$ cat src/scanner_read_consts.svh
// shared constants for the scanner read command unit
// included by the package, the command unit, the monitor and the bench
`ifndef SCANNER_READ_CONSTS_SVH
`define SCANNER_READ_CONSTS_SVH
// command block layout
`define CDB_LEN 4'd10
`define CDB_OP 4'd0
`define CDB_DTC 4'd2
`define CDB_WID 4'd5
`define CDB_LEN_HI 4'd6
`define CDB_LEN_MID 4'd7
`define CDB_LEN_LO 4'd8
`define OP_READ10 8'h28
// data type codes
`define DTC_IMAGE 8'h00
`define DTC_HALFTONE 8'h02
`define DTC_GAMMA 8'h03
`define DTC_PIXEL 8'h80
`define DTC_PAPER 8'h81
// response lengths and layout
`define RESP_PIX_LEN 24'd16
`define RESP_PAPER_LEN 24'd8
`define PIX_X_END 24'd4
`define PIX_Y_END 24'd8
`define PAPER_SEP_BYTE 24'd2
`define PAPER_SIZE_BYTE 24'd3
`define PIX_DIV 40'd1200
`define SEP_SHEET_SEEN 8'h80
`define SEP_SHEET_NONE 8'h00
// paper size codes
`define SIZE_A3 4'h3
`define SIZE_A4 4'h4
`define SIZE_A5 4'h5
`define SIZE_B4 4'hb
`define SIZE_B5 4'hd
`define SIZE_NONE 4'h0
// status and sense
`define STAT_GOOD 8'h00
`define STAT_CHECK 8'h02
`define STAT_RESV 8'h18
`define SK_NONE 4'h0
`define SK_ILLEGAL 4'h5
`define ASC_NONE 8'h00
`define ASC_BAD_OPCODE 8'h20
`define ASC_BAD_FIELD 8'h24
`define ASC_SEQ_ERR 8'h2c
`endif

$ cat src/scanner_read_pkg.sv
// types for the scanner read command unit
// assumes scanner_read_consts.svh is on the include path
`include "scanner_read_consts.svh"
package scanner_read_pkg;
   // controller states, one-hot
   typedef enum logic [4:0] {
      ST_IDLE  = 5'b00001,
      ST_DEC   = 5'b00010,
      ST_XFER  = 5'b00100,
      ST_FLUSH = 5'b01000,
      ST_DONE  = 5'b10000
   } rd_st_t;

   // meaning of a data type code, shared by read and download paths
   typedef enum logic [2:0] {
      CLS_IMAGE, CLS_PIXEL, CLS_PAPER, CLS_DOWNLOAD, CLS_BAD
   } dtc_cls_t;

   typedef struct packed {
      rd_st_t st;
      logic [3:0] idx;
      logic [7:0] op;
      logic [7:0] dtc;
      logic [7:0] wid;
      logic [23:0] len;
      logic [23:0] cnt;
      dtc_cls_t cls;
      logic img_rd;
      logic win_q;
      logic [31:0] px_x;
      logic [31:0] px_y;
      logic [7:0] paper;
      logic [7:0] stat;
      logic [3:0] skey;
      logic [7:0] asc;
      logic ili;
      logic info_vld;
      logic [23:0] resid;
   } rd_state_t;

   // one decoder for both transfer directions
   function automatic dtc_cls_t dtc_class(input logic [7:0] code);
      dtc_cls_t c;
      c = CLS_BAD;
      if (code == `DTC_IMAGE) c = CLS_IMAGE;
      else if (code == `DTC_PIXEL) c = CLS_PIXEL;
      else if (code == `DTC_PAPER) c = CLS_PAPER;
      else if (code == `DTC_HALFTONE || code == `DTC_GAMMA) c = CLS_DOWNLOAD;
      return c;
   endfunction : dtc_class
endpackage : scanner_read_pkg

$ cat src/scanner_read_command_unit.sv
// read command interpreter of a sheet-fed scanner target
// fed by the target's command phase logic with the command block one byte
// at a time; returns data-in bytes and ending status on the same clock
//
// Functional notes
// - Ten-byte read command, operation code 28h, decoded by the target.
// - Type 00h image, 80h pixel count, 81h paper; 02h/03h download only.
// - Type code decoded by the same decoder as the download command.
// - Image reads take the window identifier from command byte 5.
// - Bytes 6..8 hold a 24-bit byte count, most significant first.
// - Zero count moves no data and ends with good status.
// - Short transfer ends with check status, ILI, valid and the residue.
// - Reservation conflict ends with conflict status and no data.
// - Binary image packs eight pixels per byte, leftmost in bit 7.
// - Pixel counts only after window set and before any image read.
// - Pixel count is resolution times extent divided by 1200.
// - Pixel reply: 16 bytes, X in 0..3, Y in 4..7, rest zero.
// - Paper reply: 8 bytes, byte 2 separator 80h/00h, byte 3 size.
// - Size byte bit 7 zero, bit 6 loaded, valid after positioning.
// - Size byte bit 5 set when no size recognised.
// - Size byte bit 4 orientation, one for landscape.
// - Low nibble gives the size code; others reserved.
`timescale 1ns/10ps
`include "scanner_read_consts.svh"
module scanner_read_command_unit #(
   parameter bit LARGE_MODEL = 1'b1,
   parameter int RES_W = 16,
   parameter int EXT_W = 24
) (
   input wire logic mclk_i,
   input wire logic rst_n_i,
   // command block bytes
   input wire logic cdb_valid_i,
   input wire logic [7:0] cdb_byte_i,
   output logic cdb_ready_o,
   // conditions from the rest of the target
   input wire logic resv_conflict_i,
   input wire logic win_set_i,
   input wire logic [RES_W-1:0] x_res_i,
   input wire logic [RES_W-1:0] y_res_i,
   input wire logic [EXT_W-1:0] width_i,
   input wire logic [EXT_W-1:0] length_i,
   // paper detection results
   input wire logic sep_sheet_i,
   input wire logic pos_done_i,
   input wire logic paper_loaded_i,
   input wire logic size_known_i,
   input wire logic landscape_i,
   input wire logic [3:0] size_code_i,
   // binary image pixels
   input wire logic pix_valid_i,
   input wire logic pix_i,
   input wire logic pix_last_i,
   input wire logic img_end_i,
   output logic pix_ready_o,
   output logic img_xfer_o,
   output logic [7:0] win_id_o,
   // data-in stream
   output logic din_valid_o,
   output logic [7:0] din_data_o,
   input wire logic din_ready_i,
   // ending status and sense
   output logic cmd_done_o,
   output logic busy_o,
   output logic [7:0] status_o,
   output logic [3:0] sense_key_o,
   output logic [7:0] asc_o,
   output logic ili_o,
   output logic info_valid_o,
   output logic [31:0] info_o
);
   import scanner_read_pkg::*;

   ////////////////////////////////////////////////////////////////////////
   // declarations
   rd_state_t q;
   rd_state_t d;
   logic push;
   logic [7:0] push_data;
   logic buf_ready;
   logic buf_empty;
   logic pk_valid;
   logic [7:0] pk_byte;
   logic pk_ready;
   logic [39:0] prod_x;
   logic [39:0] prod_y;
   logic [7:0] paper_byte;
   logic size_ok;
   logic [7:0] resp_byte;
   logic [23:0] resp_len;

   ////////////////////////////////////////////////////////////////////////
   // image packer and output buffer
   rd_pix_pack u_pack (
      .mclk_i(mclk_i),
      .rst_n_i(rst_n_i),
      .pix_valid_i(pix_valid_i & img_xfer_o),
      .pix_i(pix_i),
      .last_i(pix_last_i),
      .pix_ready_o(pix_ready_o),
      .byte_valid_o(pk_valid),
      .byte_o(pk_byte),
      .byte_ready_i(pk_ready)
   );

   rd_skid_buf2 #(.WIDTH(8)) u_buf (
      .mclk_i(mclk_i),
      .rst_n_i(rst_n_i),
      .in_valid_i(push),
      .in_data_i(push_data),
      .in_ready_o(buf_ready),
      .out_valid_o(din_valid_o),
      .out_data_o(din_data_o),
      .out_ready_i(din_ready_i),
      .empty_o(buf_empty)
   );

   ////////////////////////////////////////////////////////////////////////
   // pixel counts from window geometry
   assign prod_x = 40'(x_res_i) * 40'(width_i);
   assign prod_y = 40'(y_res_i) * 40'(length_i);

   // paper size byte; sizes the smaller model cannot see read as unknown
   always_comb begin
      size_ok = 1'b0;
      unique case (size_code_i)
         `SIZE_A4, `SIZE_A5, `SIZE_B5: size_ok = 1'b1;
         `SIZE_A3, `SIZE_B4: size_ok = LARGE_MODEL;
         default: size_ok = 1'b0;
      endcase
      paper_byte[7] = 1'b0;
      paper_byte[6] = paper_loaded_i & pos_done_i;
      paper_byte[5] = ~(size_known_i & size_ok);
      paper_byte[4] = landscape_i;
      paper_byte[3:0] = (size_known_i & size_ok) ? size_code_i : `SIZE_NONE;
   end

   ////////////////////////////////////////////////////////////////////////
   // reply byte for the current count, fixed-format replies only
   always_comb begin
      resp_byte = 8'h00;
      resp_len = `RESP_PAPER_LEN;
      if (q.cls == CLS_PIXEL) begin
         resp_len = `RESP_PIX_LEN;
         if (q.cnt < `PIX_X_END)
            resp_byte = q.px_x[8'(24'd31 - (q.cnt[1:0] * 24'd8)) -: 8];
         else if (q.cnt < `PIX_Y_END)
            resp_byte = q.px_y[8'(24'd31 - (q.cnt[1:0] * 24'd8)) -: 8];
      end else begin
         if (q.cnt == `PAPER_SEP_BYTE)
            resp_byte = q.paper[7] ? `SEP_SHEET_SEEN : `SEP_SHEET_NONE;
         else if (q.cnt == `PAPER_SIZE_BYTE)
            resp_byte = {1'b0, q.paper[6:0]};
      end
   end

   ////////////////////////////////////////////////////////////////////////
   // command controller
   always_comb begin
      d = q;
      d.win_q = win_set_i; // previous window level for edge detection
      push = 1'b0;
      push_data = 8'h00;
      pk_ready = 1'b0;
      unique case (q.st)
         ST_IDLE: begin
            if (cdb_valid_i) begin
               // collect the command block
               unique case (q.idx)
                  `CDB_OP: d.op = cdb_byte_i;
                  `CDB_DTC: d.dtc = cdb_byte_i;
                  `CDB_WID: d.wid = cdb_byte_i;
                  `CDB_LEN_HI: d.len[23:16] = cdb_byte_i;
                  `CDB_LEN_MID: d.len[15:8] = cdb_byte_i;
                  `CDB_LEN_LO: d.len[7:0] = cdb_byte_i;
                  default: ;
               endcase
               if (q.idx == `CDB_LEN - 4'd1) begin
                  d.idx = 4'd0;
                  d.st = ST_DEC;
               end else begin
                  d.idx = q.idx + 4'd1;
               end
            end
         end
         ST_DEC: begin
            d.cls = dtc_class(q.dtc);
            d.cnt = 24'd0;
            d.stat = `STAT_GOOD;
            d.skey = `SK_NONE;
            d.asc = `ASC_NONE;
            d.ili = 1'b0;
            d.info_vld = 1'b0;
            d.resid = 24'd0;
            d.px_x = 32'(prod_x / `PIX_DIV);
            d.px_y = 32'(prod_y / `PIX_DIV);
            d.paper = {sep_sheet_i, paper_byte[6:0]};
            d.st = ST_DONE;
            if (q.op != `OP_READ10) begin
               d.stat = `STAT_CHECK;
               d.skey = `SK_ILLEGAL;
               d.asc = `ASC_BAD_OPCODE;
            end else if (resv_conflict_i) begin
               d.stat = `STAT_RESV;
            end else if (dtc_class(q.dtc) == CLS_BAD || dtc_class(q.dtc) == CLS_DOWNLOAD) begin
               d.stat = `STAT_CHECK;
               d.skey = `SK_ILLEGAL;
               d.asc = `ASC_BAD_FIELD;
            end else if (dtc_class(q.dtc) == CLS_PIXEL && (!win_set_i || q.img_rd)) begin
               d.stat = `STAT_CHECK;
               d.skey = `SK_ILLEGAL;
               d.asc = `ASC_SEQ_ERR;
            end else if (q.len != 24'd0) begin
               d.st = ST_XFER;
               if (dtc_class(q.dtc) == CLS_IMAGE) d.img_rd = 1'b1;
            end
         end
         ST_XFER: begin
            if (q.cnt == q.len) begin
               d.st = ST_FLUSH;
            end else if (q.cls == CLS_IMAGE) begin
               pk_ready = buf_ready;
               if (pk_valid) begin
                  push = buf_ready;
                  push_data = pk_byte;
                  if (buf_ready) d.cnt = q.cnt + 24'd1;
               end else if (img_end_i) begin
                  d.stat = `STAT_CHECK;
                  d.ili = 1'b1;
                  d.info_vld = 1'b1;
                  d.resid = q.len - q.cnt;
                  d.st = ST_FLUSH;
               end
            end else if (q.cnt == resp_len) begin
               d.stat = `STAT_CHECK;
               d.ili = 1'b1;
               d.info_vld = 1'b1;
               d.resid = q.len - q.cnt;
               d.st = ST_FLUSH;
            end else begin
               push = buf_ready;
               push_data = resp_byte;
               if (buf_ready) d.cnt = q.cnt + 24'd1;
            end
         end
         ST_FLUSH: begin
            // status only after the last byte has left the buffer
            if (buf_empty) d.st = ST_DONE;
         end
         ST_DONE: begin
            d.st = ST_IDLE;
         end
      endcase
      // only a fresh window (rising level) makes pixel counts readable again;
      // a window that merely stays configured must not undo an image read
      if (win_set_i && !q.win_q && q.st != ST_DEC && !(q.st == ST_XFER && q.cls == CLS_IMAGE)) begin
         d.img_rd = 1'b0;
      end
   end

   always_ff @(posedge mclk_i or negedge rst_n_i) begin
      if (!rst_n_i) begin
         q <= '0;
         q.st <= ST_IDLE;
         q.cls <= CLS_BAD;
      end else begin
         q <= d;
      end
   end

   ////////////////////////////////////////////////////////////////////////
   // outputs
   assign cdb_ready_o = (q.st == ST_IDLE);
   assign busy_o = (q.st != ST_IDLE);
   assign cmd_done_o = (q.st == ST_DONE);
   assign img_xfer_o = (q.st == ST_XFER) && (q.cls == CLS_IMAGE);
   assign win_id_o = q.wid;
   assign status_o = q.stat;
   assign sense_key_o = q.skey;
   assign asc_o = q.asc;
   assign ili_o = q.ili;
   assign info_valid_o = q.info_vld;
   assign info_o = {8'h00, q.resid};
endmodule : scanner_read_command_unit

$ cat src/rd_skid_buf2.sv
// two-entry buffer with valid/ready on both sides
// same clock on both sides; out_data_o is registered
`timescale 1ns/10ps
module rd_skid_buf2 #(
   parameter int WIDTH = 8
) (
   input wire logic mclk_i,
   input wire logic rst_n_i,
   input wire logic in_valid_i,
   input wire logic [WIDTH-1:0] in_data_i,
   output logic in_ready_o,
   output logic out_valid_o,
   output logic [WIDTH-1:0] out_data_o,
   input wire logic out_ready_i,
   output logic empty_o
);
   typedef struct packed {
      logic [WIDTH-1:0] e0;
      logic [WIDTH-1:0] e1;
      logic [1:0] fill;
   } buf_state_t;

   buf_state_t q;
   buf_state_t d;
   logic push;
   logic pop;
   logic [1:0] n;

   assign in_ready_o = (q.fill != 2'd2);
   assign out_valid_o = (q.fill != 2'd0);
   assign out_data_o = q.e0;
   assign empty_o = (q.fill == 2'd0);
   assign push = in_valid_i & in_ready_o;
   assign pop = out_valid_o & out_ready_i;

   // shift on pop, then write at the first free slot
   always_comb begin
      d = q;
      n = q.fill;
      if (pop) begin
         d.e0 = q.e1;
         n = q.fill - 2'd1;
      end
      if (push) begin
         if (n == 2'd0) d.e0 = in_data_i;
         else d.e1 = in_data_i;
         n = n + 2'd1;
      end
      d.fill = n;
   end

   always_ff @(posedge mclk_i or negedge rst_n_i) begin
      if (!rst_n_i) q <= '0;
      else q <= d;
   end
endmodule : rd_skid_buf2

$ cat src/rd_pix_pack.sv
// packs a one-bit pixel stream into bytes, leftmost pixel in bit 7
// pixels arrive left to right; last_i marks the final pixel of a raster line
`timescale 1ns/10ps
module rd_pix_pack (
   input wire logic mclk_i,
   input wire logic rst_n_i,
   input wire logic pix_valid_i,
   input wire logic pix_i,
   input wire logic last_i,
   output logic pix_ready_o,
   output logic byte_valid_o,
   output logic [7:0] byte_o,
   input wire logic byte_ready_i
);
   typedef struct packed {
      logic [7:0] sh;
      logic [2:0] n;
      logic ov;
      logic [7:0] ob;
   } pack_state_t;

   pack_state_t q;
   pack_state_t d;
   logic [7:0] nb;

   assign pix_ready_o = ~q.ov | byte_ready_i;
   assign byte_valid_o = q.ov;
   assign byte_o = q.ob;

   // fill from bit 7 down; a short line end pads the byte with zeros
   always_comb begin
      d = q;
      nb = q.sh | (8'(pix_i) << (3'd7 - q.n));
      if (q.ov && byte_ready_i) d.ov = 1'b0;
      if (pix_valid_i && pix_ready_o) begin
         if (q.n == 3'd7 || last_i) begin
            d.ob = nb;
            d.ov = 1'b1;
            d.sh = 8'h00;
            d.n = 3'd0;
         end else begin
            d.sh = nb;
            d.n = q.n + 3'd1;
         end
      end
   end

   always_ff @(posedge mclk_i or negedge rst_n_i) begin
      if (!rst_n_i) q <= '0;
      else q <= d;
   end
endmodule : rd_pix_pack

$ cat config.mk
export PLATFORM = sky130hd
export DESIGN_NAME = scanner_read_command_unit
export DESIGN_NICKNAME = d
export VERILOG_FILES = /design/src/scanner_read_pkg.sv /design/src/scanner_read_command_unit.sv /design/src/rd_skid_buf2.sv /design/src/rd_pix_pack.sv
export VERILOG_INCLUDE_DIRS = /design/src
export SDC_FILE = /design/constraint.sdc
export NUM_CORES = 2
export LEC_CHECK = 0
export ABC_AREA = 0
export BUFFER_PORTS_ARGS = -buffer_cell sky130_fd_sc_hd__buf_4
export CORE_UTILIZATION = 66
export DETAILED_ROUTE_END_ITERATION = 10
export PLACE_DENSITY = 0.84
export SETUP_SLACK_MARGIN = 0.2
export SLEW_MARGIN = 20
export SYNTH_ARGS = -nofsm -noshare
export SYNTH_HDL_FRONTEND = slang
export SYNTH_SLANG_ARGS = --single-unit
$ cat constraint.sdc
create_clock -name mclk_i -period 6.4 [get_ports mclk_i]
set_input_delay 0.96 -clock mclk_i [delete_from_list [all_inputs] [get_ports mclk_i]]
set_output_delay 0.96 -clock mclk_i [all_outputs]
set_load 0.02 [all_outputs]
==> metrics.md, run 1 <==
| Metric | Value |
|---|---|
| Async S/R FF share, synth | `1.00` |
| Vias in the first global route | `about 86k` |
| Stage reached | `5_1_grt` |
| Status | `stopped before the end` |
| Clock sinks | `about 220` |
| HPWL Detailed | `roughly 160,000 um` |
| Initial Utilization | `0.669` |
| Number of synthesized register bits | `roughly 220` |
| Total congestion overflow | `roughly 230` |
| Io pins | `between 150 and 200` |
| Syn Std Cell Area | `57,400 um^2` |
| H-tree depth | `1` |
| Largest net degree at the start of global routing | `~110` |
| # hold bufs at CTS | `0` |
| Stop Error | `[ERROR GRT-0116] Global routing finished with congestion. Check the congestion regions in the DRC Viewer.` |
| Ys flop type | `dfrtp_1` |
| Post-Synthesis Cells | `approximately 7.3k` |
| Seq/Total Area, Yosys | `0.0969` |
| Clock Tree Root | `clkbuf_16` |
| Yosys warning total | `0` |
| Die Width | `~300 um` |
| GP Congestion | `roughly 1` |
| Clock Path Buffers | `3` |
| Synth cell types | `approximately 170` |
| First-pass GRT wire length | `498,000 um` |
| I/O Buffers | `roughly 160` |
| Num rows | `approximately 110` |
| EDFF count, synth | `0` |
| Total Routing Usage GR | `0.724` |
| Vert. Die Dim | `around 300 um` |
| CTS Buf Count | `22` |
| Average cell area after synthesis | `7.89 um^2` |
-- per-layer routing --
| layer | overflow | track usage |
|---|---|---|
| met5 | 0 | 0.166 |
| met4 | 98 | 0.765 |
| met3 | 0 | 0.530 |
| met2 | 126 | 0.928 |
| met1 | 2 | 0.708 |
-- logic make-up after synthesis --
family | after synthesis | share of synthesized area
compound gates | 1784 | 0.220
xor+xnor | 352 | 0.0558
fa+ha+maj | 889 | 0.273
buf+inv | 1187 | 0.0874
flops | 222 | 0.0969
mux | 249 | 0.0498
other cells | 1 | 0.0000654
simple gates | 2583 | 0.216
-- metrics by stage --
step | cells | area [um^2] | hold slack, ps | util | worst slack (ps)
4_1_cts | 10195 | 79000 | 479 | 0.923 | -19650
2_1_floorplan | 7286 | 60200 | 439 | - | -19960
3_5_place_dp | 9961 | 73400 | 458 | 0.856 | -21120
3_3_place_gp | 9961 | 73400 | 452 | 0.856 | -20090
-- Yosys cell counts (all sizes together) (119+ instances only) --
cell type / number / area, um^2
nand2: 992 / 3740
fa: 613 / 12300
and2: 348 / 2190
inv: 776 / 2910
o21ai: 397 / 2040
nand3: 187 / 936
buf: 174 / 1190
xnor2: 271 / 2430
clkbuf: 235 / 887
dfrtp: 220 / 5510
nor3: 177 / 922
nor2: 453 / 1740
ha: 255 / 3190
mux2: 119 / 1350
a21oi: 390 / 2020
-- repair_timing --
item,CTS
pin swaps,275
gates cloned,4
gates resized for setup,736
hold endpoints to repair,0
setup endpoints to repair,60
setup buffers,190
==> run 2, diff against run 1 <==
--- a/config.mk
+++ b/config.mk
@@ -8,10 +8,9 @@
 export LEC_CHECK = 0
 export ABC_AREA = 0
 export BUFFER_PORTS_ARGS = -buffer_cell sky130_fd_sc_hd__buf_4
-export CORE_UTILIZATION = 66
+export CORE_UTILIZATION = 40
 export DETAILED_ROUTE_END_ITERATION = 10
-export PLACE_DENSITY = 0.84
-export SETUP_SLACK_MARGIN = 0.2
+export PLACE_DENSITY_LB_ADDON = 0.15
 export SLEW_MARGIN = 20
 export SYNTH_ARGS = -nofsm -noshare
 export SYNTH_HDL_FRONTEND = slang
==> metrics.md, run 2 <==
| Metric | Value |
|---|---|
| Status | `finished, violations left` |
| Failing checks | `setup timing` |
| Clock Path Buffers | `3 (unchanged)` |
| First-pass GRT wire length | `slightly above 300,000 um` |
| Die Area | `between 100,000 and 150,000 um^2` |
| Worst-skew pair later-pin latency | `approximately 530 ps` |
| Area growth from synthesis to layout | `45.3%` |
| Worst Tran Pin Value | `between 1000 and 1500 ps` |
| Ys flop type | `dfrtp_1` |
| Required time of the critical path | `between 6000 and 7000 ps` |
| Hold Crit Class | `register to register` |
| Detail Route Antenna Nets | `0` |
| Largest net degree at the start of global routing | `roughly 120` |
| # hold bufs at CTS | `0 (unchanged)` |
| Number of non-filler instances in the completed layout | `about 11k` |
| Final WS setup | `-19,840 ps` |
| Post-Synthesis Cells | `7,267 (unchanged)` |
| Worst clock skew | `~20 ps` |
| Relative slew slack | `0.284` |
| Async S/R FF share, synth | `1.00 (unchanged)` |
| Initial antenna violation count | `0` |
| Flip-flop count of the largest register after layout | `~150` |
| Core area | `between 100,000 and 150,000 um^2` |
| Crit path from | `x_res_i[6]` |
| Hold Vio Cnt, Final | `0` |
| DR WL/cell | `between 15 and 20 um` |
| Post-Route WL | `~190,000 um` |
| R2r setup slk | `roughly 1300 ps` |
| Initial DRT Pass Iterations | `5` |
| Average cell area after synthesis | `7.89 um^2 (unchanged)` |
| Final setup fails | `60` |
| CP Data Arrival Time | `~27,000 ps` |
| Max Freq | `approximately 38 MHz` |
| Commonest non-fill, non-tap cell in the layout | `buf_4` |
| Slew Limit Fails | `0` |
| Layout cell share with drive strength beyond 1 | `0.382` |
| Seq/Total Area, Yosys | `0.0969 (unchanged)` |
| Total congestion overflow | `0` |
| Area leader, netlist | `fa_1` |
| Die Width | `381 um (+28%)` |
| Count leader, synth | `nand2_1` |
| Design Area, Final | `around 83,000 um^2` |
| Syn Std Cell Area | `57,400 um^2 (unchanged)` |
| Yosys warning total | `0 (unchanged)` |
| DRC errors left | `0` |
| Vert. Die Dim | `381 um (+28%)` |
| Largest cells by area after synthesis | `fa_1, dfrtp_1, nand2_1` |
| Reg with most FFs | `q` |
| Reg2Reg Depth | `25` |
| Fill cell count | `between 10k and 15k` |
| RR Endpoint | `info_o[23]$_DFFE_PN0P_` |
| Top-area cell type share of the netlist area | `0.214 (unchanged)` |
| CTS tree | `built` |
| FF-to-FF Start | `q[125]$_DFFE_PN0P_` |
| Antenna cells | `0` |
| Clk slew on worst S/H paths | `60 ps` |
| Drt initial violations | `between 3k and 4k` |
| Slowest CP cell | `fa_1` |
| Minimum clock period | `between 20,000 and 30,000 ps` |
| H-tree depth | `1 (unchanged)` |
| Vias | `59.8k` |
| Maxcap violations | `0` |
| Io pins | `183 (unchanged)` |
| RSZ-0062 raised after global routing | `yes` |
| Largest stage delay, worst path | `600 ps` |
| Via density | `roughly 5.4` |
| Post-Place Cells | `10.8k (+8.0%)` |
| Critical path type | `input port to register` |
| Most frequent CP cell | `buf_4` |
| Initial Utilization | `0.404 (-0.265)` |
| CTS Buf Count | `24 (+9.1%)` |
| Num rows | `138 (+29%)` |
| Synth cell count leaders | `nand2_1, inv_1, fa_1` |
| Synth cell types | `165 (unchanged)` |
| Worst-path fanout max | `8` |
| Most frequent cells in the layout | `buf_4, nand2_1, inv_1` |
| Crit path capture | `q[86]$_DFFE_PN0P_` |
| Startpoint Class | `input port` |
| HPWL Detailed | `153,000 um (-6.9%)` |
| Clock sinks | `222 (unchanged)` |
| Clock Tree Root | `clkbuf_16` |
| Placed Instance Area | `74,800 um^2 (+1.9%)` |
| I/O Buffers | `162 (unchanged)` |
| GP Congestion | `0.909 (-11%)` |
| EDFF count, synth | `0 (unchanged)` |
| Dpl ws | `-20,970 ps (+157 ps)` |
| Number of synthesized register bits | `222 (unchanged)` |
| Crit. End Element | `register` |
| Final nets | `a little over 10k` |
| Fin crit share | `4.10` |
| Total Routing Usage GR | `0.254` |
| Vias in the first global route | `just over 60k` |
## run 2: repair_timing
action / in CTS / in global routing
setup endpoints to repair: 60 / 60
cloned: 3 / 9
pin swaps: 253 / 287
resized for setup: 489 / 675
setup buffers: 130 / 147
## run 2: per-layer routing
metal	GRT usage	wire length, um	vias up	share of wire
li1	-	-	28920	-
met2	0.459	96600	1049	0.51
met4	0.0717	6220	0	0.033
met1	0.327	82700	29597	0.43
met5	0	0	-	0
met3	0.0108	5220	262	0.027
## run 2: critical path: cells and delay by family
kind / cells / cell delay (ps)
compound gates: 56 / 12660
fa+ha+maj: 8 / 3650
buf+inv: 16 / 2120
mux: 6 / 1860
simple gates: 21 / 5280
## run 2: worst min path at each step
stage / slack [ps] / end / cells after the start / startpoint
floorplan: 440 / q[52]$_DFFE_PN0P_ / 2 / q[52]$_DFFE_PN0P_
global placement: 460 / q[52]$_DFFE_PN0P_ / 2 / q[52]$_DFFE_PN0P_
detailed placement: 460 / asc_o[3]$_DFFE_PN0P_ / 2 / asc_o[3]$_DFFE_PN0P_
CTS: 470 / asc_o[3]$_DFFE_PN0P_ / 2 / asc_o[3]$_DFFE_PN0P_
global route: 490 / asc_o[3]$_DFFE_PN0P_ / 2 / asc_o[3]$_DFFE_PN0P_
finish: 470 / asc_o[3]$_DFFE_PN0P_ / 2 / asc_o[3]$_DFFE_PN0P_
## run 2: kinds of logic (layout without fill, tap and decap cells)
family,after synthesis,in the layout,synth area share
xor gates and xnor gates,352,352,0.0558
and+or+nand+nor,2583,2583,0.216
buffers and inverters,1187,3086,0.0874
other,1,20,0.0000654
AOI/OAI and AO/OA,1784,1787,0.220
DFF,222,222,0.0969
muxes,249,249,0.0498
adders and majority gates,889,889,0.273
## run 2: area by class of cell
type	instances	area, um^2	share of cell area
tap	1890	2360	0.0284
multi-input combinational	5880	53000	0.636
timing repair buffer	2266	18600	0.223
inverter	776	2920	0.0350
clock buffer	37	751	0.00901
clock inverter	7	120	0.00144
sequential	222	5560	0.0667
## run 2: through the flow
step                      hold WS [ps]  setup TNS (ps)  utilization
after floorplan                    439         -599020            -
after global placement             455         -650620        0.527
after detailed placement           460         -658650        0.527
after CTS                          473         -588110        0.557
after global routing               486         -630230        0.587
final                              473         -594590        0.587
Power of run 2 is left out: the tool's default activity adds up to more than one toggle a clock period on the data nets, which glitch-free logic cannot reach.
